[src/hw/reset_lvd_pkg.sv]
// Constants for the reset and low-voltage supervision block
package reset_lvd_pkg;
  localparam int unsigned CLK_HZ = 40_000_000;
  localparam int unsigned CLK_PERIOD_NS = 25;
  // Reset-delay prescaler: overflow after 131,072 cycles
  localparam int unsigned DELAY_COUNT_W = 17;
  localparam int unsigned DELAY_CYCLES = 131072;
  // Reset pin noise filter
  localparam int unsigned FILTER_NS = 400;
  localparam int unsigned FILTER_CYCLES = (FILTER_NS + CLK_PERIOD_NS - 1) / CLK_PERIOD_NS;
  localparam int unsigned FILTER_W = 5;
  // Reset values of the configuration bits and the low-voltage flags
  localparam logic THRESH_SEL_RST = 1'b1;
  localparam logic SOURCE_SEL_RST = 1'b1;
  localparam logic IRQ_EN_RST = 1'b0;
  localparam logic FLAG_RST = 1'b0;
  // Compare source encoding
  localparam logic SOURCE_INTERNAL = 1'b1;
  localparam logic SOURCE_EXTERNAL = 1'b0;
endpackage : reset_lvd_pkg

[src/hw/sync2.sv]
// Two-flop synchroniser for a vector of asynchronous levels
`timescale 1ns/1ps
`default_nettype none
module sync2 #(
  parameter int unsigned W = 1
) (
  // Clock and reset
  input wire logic clk,
  input wire logic nrst,
  // Levels
  input wire logic [W-1:0] async_in,
  output logic [W-1:0] sync_out
);
  logic [W-1:0] meta_q;
  logic [W-1:0] sync_q;

  always_ff @(posedge clk or negedge nrst)
  begin
    if (!nrst)
    begin
      meta_q <= '0;
      sync_q <= '0;
    end
    else
    begin
      meta_q <= async_in;
      sync_q <= meta_q;
    end
  end

  assign sync_out = sync_q;
endmodule // sync2
`default_nettype wire

[src/hw/reset_and_low_voltage_detect.sv]
// Reset sequencer with low-voltage reset and low-voltage interrupt detection
//
// Summary of operation
// - Low reset pin holds the prescaler and chip in reset.
// - After pin release prescaler counts; overflow after 131,072 cycles frees reset.
// - Reset pin filtered; pulses under about 400 ns are ignored.
// - Low-voltage reset is always enabled; software cannot disable it.
// - Supply below selected reset threshold drives low_volt_reset_n low, clears prescaler.
// - Supply recovery raises low_volt_reset_n; reset frees after 131,072 cycles.
// - Low-voltage reset returns threshold select to 3.6 V; source select kept.
// - After power-on, detector active but both interrupt enables cleared.
// - Internal mode: supply below fall threshold drops event, sets fall flag, irq if enabled.
// - Internal mode: rise above 4.0 V raises event; rise enable sets flag and irq.
// - External mode: fall pin low drops event, sets fall flag, irq if enabled.
// - External mode: rise pin high raises event; rise enable sets flag and irq.
// - Watchdog flag reads 1 after watchdog reset, 0 after other resets.
// - Software reads reset flags, writes 0; device clears the written flag.
// - Supply below 100 mV makes the next rise a full power-on reset.
// - Fall and rise flags clear by writing 0 after reading 1, or by watchdog reset.
// - Power flag set by power-on or low-voltage reset, cleared by writing 0.
// - Watchdog flag cleared by power, low-voltage, pin reset or writing 0.
// - Low-voltage flags survive low-voltage and pin resets; threshold select survives pin reset only.
`timescale 1ns/1ps
`default_nettype none
module reset_and_low_voltage_detect
  import reset_lvd_pkg::*;
(
  // Clock and power-on reset (asserted after supply dropped below 100 mV)
  input wire logic clk,
  input wire logic nrst,
  // Reset sources
  input wire logic ext_reset_pin_n,
  input wire logic watchdog_reset,
  // Comparators: below_* high while supply is below its threshold, above_rise_int high above it
  input wire logic below_reset_hi,
  input wire logic below_reset_lo,
  input wire logic below_fall_int,
  input wire logic above_rise_int,
  input wire logic fall_sense_pin,
  input wire logic rise_sense_pin,
  // Configuration writes
  input wire logic cfg_we,
  input wire logic reset_threshold_select_wd,
  input wire logic compare_source_select_wd,
  input wire logic fall_irq_enable_wd,
  input wire logic rise_irq_enable_wd,
  // Status flag access
  input wire logic status_rd,
  input wire logic status_we,
  input wire logic supply_fall_flag_wd,
  input wire logic supply_rise_flag_wd,
  input wire logic source_we,
  input wire logic power_reset_seen_wd,
  input wire logic watchdog_reset_seen_wd,
  // Outputs
  output logic internal_reset_n,
  output logic delay_count_overflow,
  output logic low_volt_reset_n,
  output logic low_volt_event_n,
  output logic external_irq_zero,
  output logic reset_threshold_select,
  output logic compare_source_select,
  output logic fall_irq_enable,
  output logic rise_irq_enable,
  output logic supply_fall_flag,
  output logic supply_rise_flag,
  output logic power_reset_seen,
  output logic watchdog_reset_seen
);

  ////////////////////////////////////////////////////////////////////////////
  // Synchronisers
  logic [5:0] cmp_s;
  logic pin_s;

  sync2 #(.W(7)) u_sync (
    .clk(clk),
    .nrst(nrst),
    .async_in({ext_reset_pin_n, rise_sense_pin, fall_sense_pin, above_rise_int,
               below_fall_int, below_reset_lo, below_reset_hi}),
    .sync_out({pin_s, cmp_s})
  );

  logic s_reset_hi, s_reset_lo, s_fall_int, s_rise_int, s_fall_pin, s_rise_pin;
  assign s_reset_hi = cmp_s[0];
  assign s_reset_lo = cmp_s[1];
  assign s_fall_int = cmp_s[2];
  assign s_rise_int = cmp_s[3];
  assign s_fall_pin = cmp_s[4];
  assign s_rise_pin = cmp_s[5];

  ////////////////////////////////////////////////////////////////////////////
  // Reset pin filter and reset sequencing
  logic pin_filt_q, pin_filt_d;
  logic [FILTER_W-1:0] filt_cnt_q, filt_cnt_d;
  logic lvr_n_q, lvr_n_d;
  logic [DELAY_COUNT_W-1:0] delay_q, delay_d;
  logic ovf_q, ovf_d;
  logic wdt_hold_q, wdt_hold_d;
  logic below_reset;
  logic reset_req;

  // Threshold selected; recovery always judged at the high threshold
  assign below_reset = lvr_n_q ? (reset_threshold_select ? s_reset_hi : s_reset_lo)
                               : s_reset_hi;
  assign reset_req = !pin_filt_q || !lvr_n_q || wdt_hold_q;

  always_comb
  begin
    pin_filt_d = pin_filt_q;
    filt_cnt_d = '0;
    if (pin_s != pin_filt_q)
    begin
      filt_cnt_d = filt_cnt_q + 1'b1;
      if (filt_cnt_q == FILTER_W'(FILTER_CYCLES - 1))
      begin
        pin_filt_d = pin_s;
        filt_cnt_d = '0;
      end
    end
    lvr_n_d = !below_reset;
    wdt_hold_d = watchdog_reset;
    delay_d = delay_q;
    ovf_d = ovf_q;
    if (reset_req || watchdog_reset)
    begin
      delay_d = '0;
      ovf_d = 1'b0;
    end
    else if (!ovf_q)
    begin
      delay_d = delay_q + 1'b1;
      if (delay_q == DELAY_COUNT_W'(DELAY_CYCLES - 1))
      begin
        ovf_d = 1'b1;
      end
    end
  end

  always_ff @(posedge clk or negedge nrst)
  begin
    if (!nrst)
    begin
      pin_filt_q <= 1'b0;
      filt_cnt_q <= '0;
      lvr_n_q <= 1'b1;
      wdt_hold_q <= 1'b0;
      delay_q <= '0;
      ovf_q <= 1'b0;
    end
    else
    begin
      pin_filt_q <= pin_filt_d;
      filt_cnt_q <= filt_cnt_d;
      lvr_n_q <= lvr_n_d;
      wdt_hold_q <= wdt_hold_d;
      delay_q <= delay_d;
      ovf_q <= ovf_d;
    end
  end

  assign delay_count_overflow = ovf_q;
  assign internal_reset_n = ovf_q;
  assign low_volt_reset_n = lvr_n_q;

  ////////////////////////////////////////////////////////////////////////////
  // Configuration and low-voltage interrupt detection
  logic sel_q, sel_d, src_q, src_d, fen_q, fen_d, ren_q, ren_d;
  logic ff_q, ff_d, rf_q, rf_d, ev_n_q, ev_n_d;
  logic ff_read_q, ff_read_d, rf_read_q, rf_read_d;
  logic fall_cond, rise_cond, fall_set, rise_set;

  assign fall_cond = (src_q == SOURCE_INTERNAL) ? s_fall_int : !s_fall_pin;
  assign rise_cond = ((src_q == SOURCE_INTERNAL) ? s_rise_int : s_rise_pin)
                     && !s_reset_lo;
  assign fall_set = ev_n_q && fall_cond;
  assign rise_set = !ev_n_q && !fall_cond && rise_cond;

  always_comb
  begin
    sel_d = sel_q;
    src_d = src_q;
    fen_d = fen_q;
    ren_d = ren_q;
    ff_d = ff_q;
    rf_d = rf_q;
    ev_n_d = ev_n_q;
    ff_read_d = ff_read_q;
    rf_read_d = rf_read_q;
    if (cfg_we)
    begin
      sel_d = reset_threshold_select_wd;
      src_d = compare_source_select_wd;
      fen_d = fall_irq_enable_wd;
      ren_d = rise_irq_enable_wd;
    end
    if (status_rd)
    begin
      ff_read_d = ff_q;
      rf_read_d = rf_q;
    end
    if (status_we)
    begin
      if (!supply_fall_flag_wd && ff_read_q)
      begin
        ff_d = 1'b0;
      end
      if (!supply_rise_flag_wd && rf_read_q)
      begin
        rf_d = 1'b0;
      end
      ff_read_d = 1'b0;
      rf_read_d = 1'b0;
    end
    if (fall_set)
    begin
      ev_n_d = 1'b0;
      ff_d = 1'b1;
    end
    if (rise_set)
    begin
      ev_n_d = 1'b1;
      if (ren_q)
      begin
        rf_d = 1'b1;
      end
    end
    if (!lvr_n_q)
    begin
      sel_d = THRESH_SEL_RST;
    end
    if (wdt_hold_q)
    begin
      sel_d = THRESH_SEL_RST;
      src_d = SOURCE_SEL_RST;
      fen_d = IRQ_EN_RST;
      ren_d = IRQ_EN_RST;
      ff_d = FLAG_RST;
      rf_d = FLAG_RST;
      ev_n_d = 1'b1;
    end
  end

  always_ff @(posedge clk or negedge nrst)
  begin
    if (!nrst)
    begin
      sel_q <= THRESH_SEL_RST;
      src_q <= SOURCE_SEL_RST;
      fen_q <= IRQ_EN_RST;
      ren_q <= IRQ_EN_RST;
      ff_q <= FLAG_RST;
      rf_q <= FLAG_RST;
      ev_n_q <= 1'b1;
      ff_read_q <= 1'b0;
      rf_read_q <= 1'b0;
    end
    else
    begin
      sel_q <= sel_d;
      src_q <= src_d;
      fen_q <= fen_d;
      ren_q <= ren_d;
      ff_q <= ff_d;
      rf_q <= rf_d;
      ev_n_q <= ev_n_d;
      ff_read_q <= ff_read_d;
      rf_read_q <= rf_read_d;
    end
  end

  assign reset_threshold_select = sel_q;
  assign compare_source_select = src_q;
  assign fall_irq_enable = fen_q;
  assign rise_irq_enable = ren_q;
  assign supply_fall_flag = ff_q;
  assign supply_rise_flag = rf_q;
  assign low_volt_event_n = ev_n_q;

  // Interrupt request pulse
  logic irq_q, irq_d;
  assign irq_d = (fall_set && fen_q) || (rise_set && ren_q);

  ////////////////////////////////////////////////////////////////////////////
  // Reset source flags
  logic power_reset_seen_q, power_reset_seen_d, watchdog_reset_seen_q, watchdog_reset_seen_d;

  always_comb
  begin
    power_reset_seen_d = power_reset_seen_q;
    watchdog_reset_seen_d = watchdog_reset_seen_q;
    if (source_we)
    begin
      if (!power_reset_seen_wd)
      begin
        power_reset_seen_d = 1'b0;
      end
      if (!watchdog_reset_seen_wd)
      begin
        watchdog_reset_seen_d = 1'b0;
      end
    end
    if (!lvr_n_q)
    begin
      power_reset_seen_d = 1'b1;
      watchdog_reset_seen_d = 1'b0;
    end
    if (!pin_filt_q)
    begin
      watchdog_reset_seen_d = 1'b0;
    end
    if (wdt_hold_q)
    begin
      watchdog_reset_seen_d = 1'b1;
    end
  end

  always_ff @(posedge clk or negedge nrst)
  begin
    if (!nrst)
    begin
      power_reset_seen_q <= 1'b1;
      watchdog_reset_seen_q <= 1'b0;
      irq_q <= 1'b0;
    end
    else
    begin
      power_reset_seen_q <= power_reset_seen_d;
      watchdog_reset_seen_q <= watchdog_reset_seen_d;
      irq_q <= irq_d;
    end
  end

  assign power_reset_seen = power_reset_seen_q;
  assign watchdog_reset_seen = watchdog_reset_seen_q;
  assign external_irq_zero = irq_q;

endmodule // reset_and_low_voltage_detect
`default_nettype wire

[config.mk]
export PLATFORM = sky130hd
export DESIGN_NAME = reset_and_low_voltage_detect
export DESIGN_NICKNAME = d
export VERILOG_FILES = /design/src/hw/reset_lvd_pkg.sv /design/src/hw/sync2.sv /design/src/hw/reset_and_low_voltage_detect.sv
export SDC_FILE = /design/constraint.sdc
export NUM_CORES = 1
export LEC_CHECK = 0
export ABC_AREA = 1
export BUFFER_PORTS_ARGS = -buffer_cell sky130_fd_sc_hd__buf_4
export CAP_MARGIN = 5
export CORE_ASPECT_RATIO = 1.2
export CORE_MARGIN = 3
export CORE_UTILIZATION = 50
export DETAILED_ROUTE_END_ITERATION = 10
export GPL_TIMING_DRIVEN = 0
export PLACE_DENSITY = 0.74
export SLEW_MARGIN = 20
export SYNTH_ARGS = -nofsm -noshare
export SYNTH_HDL_FRONTEND = slang
export SYNTH_SLANG_ARGS = --single-unit
[constraint.sdc]
create_clock -name clk -period 1.3 [get_ports clk]
set_input_delay 0.065 -clock clk [delete_from_list [all_inputs] [get_ports clk]]
set_output_delay 0.065 -clock clk [all_outputs]
set_load 0.1 [all_outputs]
==> results.yml <==
status:
  status: "finished, violations left"
  violations: "negative setup slack"
worst_setup_path:
  slowest_delay_ns: 0.37
  r2r_start: "delay_q[0]"
  crit_type: "flop to flop"
  cp_cell_sequence: "ha_2 -> buf_4 -> nand2_2 -> nor2_4 -> nand2_4 -> nor2_8 -> nand3_1 -> nand2_1 -> nor2_1"
  crit_fanout: 5
  reg2reg_to: "delay_q[12]"
  cp_num_buf_inv: 1
  crit_arrival_ns: 1.61
  start_kind: "flop"
  required_ns: 1.49
  cpLargestDelayFamily: "simple AND/OR/NAND/NOR gates"
  end_kind: "flop"
  r2r_slack_ns: -0.12
  rr_worst_depth: 9
  cp_num_cells: 9
  cp_slowest_cell: "dfrtp_1"
cells_and_area:
  fillers: 336
  diodes: 0
  fin_nets: 333
  area_growth_syn_to_layout_pct: 36.3
  drive_gt1_share_pct: 35.0
global_routing:
  globalRoute.totalOverflow: 0
  grt_pass1_vias: 1878
  grt_first_pass_wirelength_um: 7950
  grt_usage_pct: 19.6
  antenna_found_initial: 0
  grt_max_degree: 53
sta:
  finalSetupTns_ns: -0.702
  rsz0062_at_grt: "true"
  drv_slew: 0
  period_share_pct: 109
  fin_crit_ns: 1.42
  setup_viol: 10
  setup_ws_ns: -0.116
  fin_skew_ns: 0.00376
  tightest_slew_ns: 0.628
  hold_viol_final: 0
  slew_headroom_pct: 58.1
  max_freq_ghz: 0.706
logic_synthesis:
  yosysTopAreaCell: "dfrtp_1"
  synth_edf_count: 0
  yosysSeqAreaShare_pct: 58.3
  syn-num-nets: 261
  synth_top_area_share_pct: 52.4
  synth_area_sq_mm: 0.00224
  syn_inst: 236
  ys_warn_count: 0
  synth_area_per_cell_sq_um: 9.51
  ys_seq_elements: 52
  async_flop_share_pct: 100
  synth.most_common_cell: "dfrtp_1"
  synthFlopType: "dfrtp_1"
  netlist_top_cells_count: "dfrtp_1 (47), nand2_1 (45), nor2_1 (35), inv_1 (24), nand3_1 (15)"
  synth_area_leaders: "dfrtp_1 (52%), nand2_1 (7.5%), dfstp_2 (5.9%)"
  synth_cell_types: 32
routing:
  ant_nets: 0
  routed_via_density: 5.04
  num_vias: 1838
  drt-initial-drc-count: 81
  totalWireLength_um: 4740
  drcViolationCount: 0
  routedWlPerCell_um: 13.0
  dr.pass1.iters: 4
clock_tree:
  clk_transition_reported_paths_ns: 0.09
  cts-root-buf: "clkbuf_8"
  cts_max_level: 2
  clkLatencyLatePin_ns: 0.30
  cts.path.max_buffers: 2
  cts_sinks: 52
  cts_made_buffers: 5
  tritoncts: "yes"
min_path:
  min_to: "power_reset_seen"
  worstHoldStart: "power_reset_seen_wd"
  hold_class: "primary input to flop"
  holdPathStages: 3
place:
  port_buffers: 34
  place.gp.congestion: 0.778
  place_hpwl_um: 3090
floorplan:
  pin_count: 35
  start_util_pct: 52.2
  die_area_sq_mm: 0.00533
  die_h_um: 79.4
  rows: 26
  fp.dieW_um: 67.1
  core-area_sq_mm: 0.00429
power_and_ir_drop:
  irDropWorstVdd_mv: 0.588
  power_density_mw_per_mm2: 981
  p_leak_nw: 1.47
  power_mw: 3.00
flow_run:
  maxCapViolations: 0
[worst reg2reg max path: cells and delay by family (launching register included)]
kind          cells  cell delay [ns]
simple gates      7             0.62
buf+inv           1             0.12
flops             1             0.37
fa+ha+maj         1             0.20
[what timing repair did]
action	4_1_cts	5_1_grt
setup endpoints to repair	16	16
endpoints found under the hold margin	57	0
hold buffers	11	0
cloned	0	1
setup buffers	14	5
gates resized for setup	14	10
pin swaps	5	11
[how the worst max path moves through the flow]
stage,from,to,slack (ns)
finish,delay_q[0],delay_q[12],-0.12
CTS,delay_q[0],delay_q[16],-0.09
global route,delay_q[0],delay_q[16],-0.20
detailed placement,delay_q[8],delay_q[16],-0.30
floorplan,delay_count_overflow,delay_q[13],-0.10
global placement,delay_q[8],delay_q[16],-0.25
[layer usage]
| layer | GRT usage [%] | share of wire, % | up-vias |
|---|---|---|---|
| met5 | 0 | 0 | - |
| met4 | 7.30 | 1.7 | 0 |
| met3 | 3.66 | 4.1 | 10 |
| met2 | 36.4 | 55 | 44 |
| met1 | 21.5 | 39 | 876 |
| li1 | - | - | 908 |
[flip-flops by register name, summed over array words and instances, names as in the netlist, 5 cells and up]
register / count
delay_q: 17
u_sync.meta_q: 7
filt_cnt_q: 5
u_sync.sync_out: 7
[metrics by stage]
| step | std cells | cell area [sq um] | hold slack [ns] | util [%] | setup WS [ns] |
|---|---|---|---|---|---|
| final | 365 | 3060 | 0.00407 | 71.2 | -0.116 |
| after global routing | 365 | 3060 | 0.0193 | 71.2 | -0.205 |
| after CTS | 359 | 2960 | 0.00131 | 69.0 | -0.0897 |
| after detailed placement | 326 | 2620 | 0.131 | 61.0 | -0.303 |
| after global placement | 326 | 2620 | 0.126 | 61.0 | -0.249 |
| after floorplan | 236 | 2300 | -0.231 | - | -0.100 |
[final cells by class]
cell class              count  area (sq um)  share of cell area [%]
repair buffers             65           544                    17.8
clock buffers               6          72.6                    2.37
well taps                  56          70.1                    2.29
multi-input cells         154           885                    28.9
plain buffers               3          33.8                    1.10
flip-flops and latches     52          1330                    43.5
clock inverters             2          16.3                   0.532
inverters                  27           106                    3.48
[where the power goes]
group          switching [mW]  internal, mW
registers              0.0362          1.68
logic                   0.259         0.128
clock network           0.511         0.384
[kinds of logic (layout without fill, tap and decap cells)]
family | count (synthesis) | in the layout | synth area share (%)
compound gates | 32 | 32 | 7.81
flops | 52 | 52 | 58.3
xor+xnor | 3 | 3 | 1.17
buf+inv | 30 | 103 | 5.86
simple gates | 115 | 115 | 24.8
fa+ha+maj | 3 | 3 | 1.67
mux | 1 | 1 | 0.446
[placed cells by master, fill, tap and decap left out, types with 2 or more instances in the layout]
| cell | instances |
|---|---|
| dfstp_2 | 2 |
| clkbuf_8 | 5 |
| buf_6 | 4 |
| nor3_1 | 2 |
| a21oi_1 | 10 |
| nor2_1 | 30 |
| a21oi_2 | 2 |
| nor2_4 | 3 |
| nand4_4 | 2 |
| ha_1 | 2 |
| nand2_2 | 4 |
| o21ai_1 | 5 |
| dfrtp_2 | 6 |
| nor2_2 | 5 |
| nand3_2 | 2 |
| xor2_1 | 2 |
| o21ai_0 | 9 |
| o31ai_1 | 2 |
| inv_1 | 21 |
| dlygate4sd3_1 | 11 |
| nand4_1 | 5 |
| dfrtp_1 | 40 |
| nand3_1 | 13 |
| inv_2 | 4 |
| dfstp_4 | 3 |
| inv_4 | 2 |
| buf_4 | 51 |
| nand2_1 | 42 |
No activity file was read; power rests on OpenSTA's default activity.
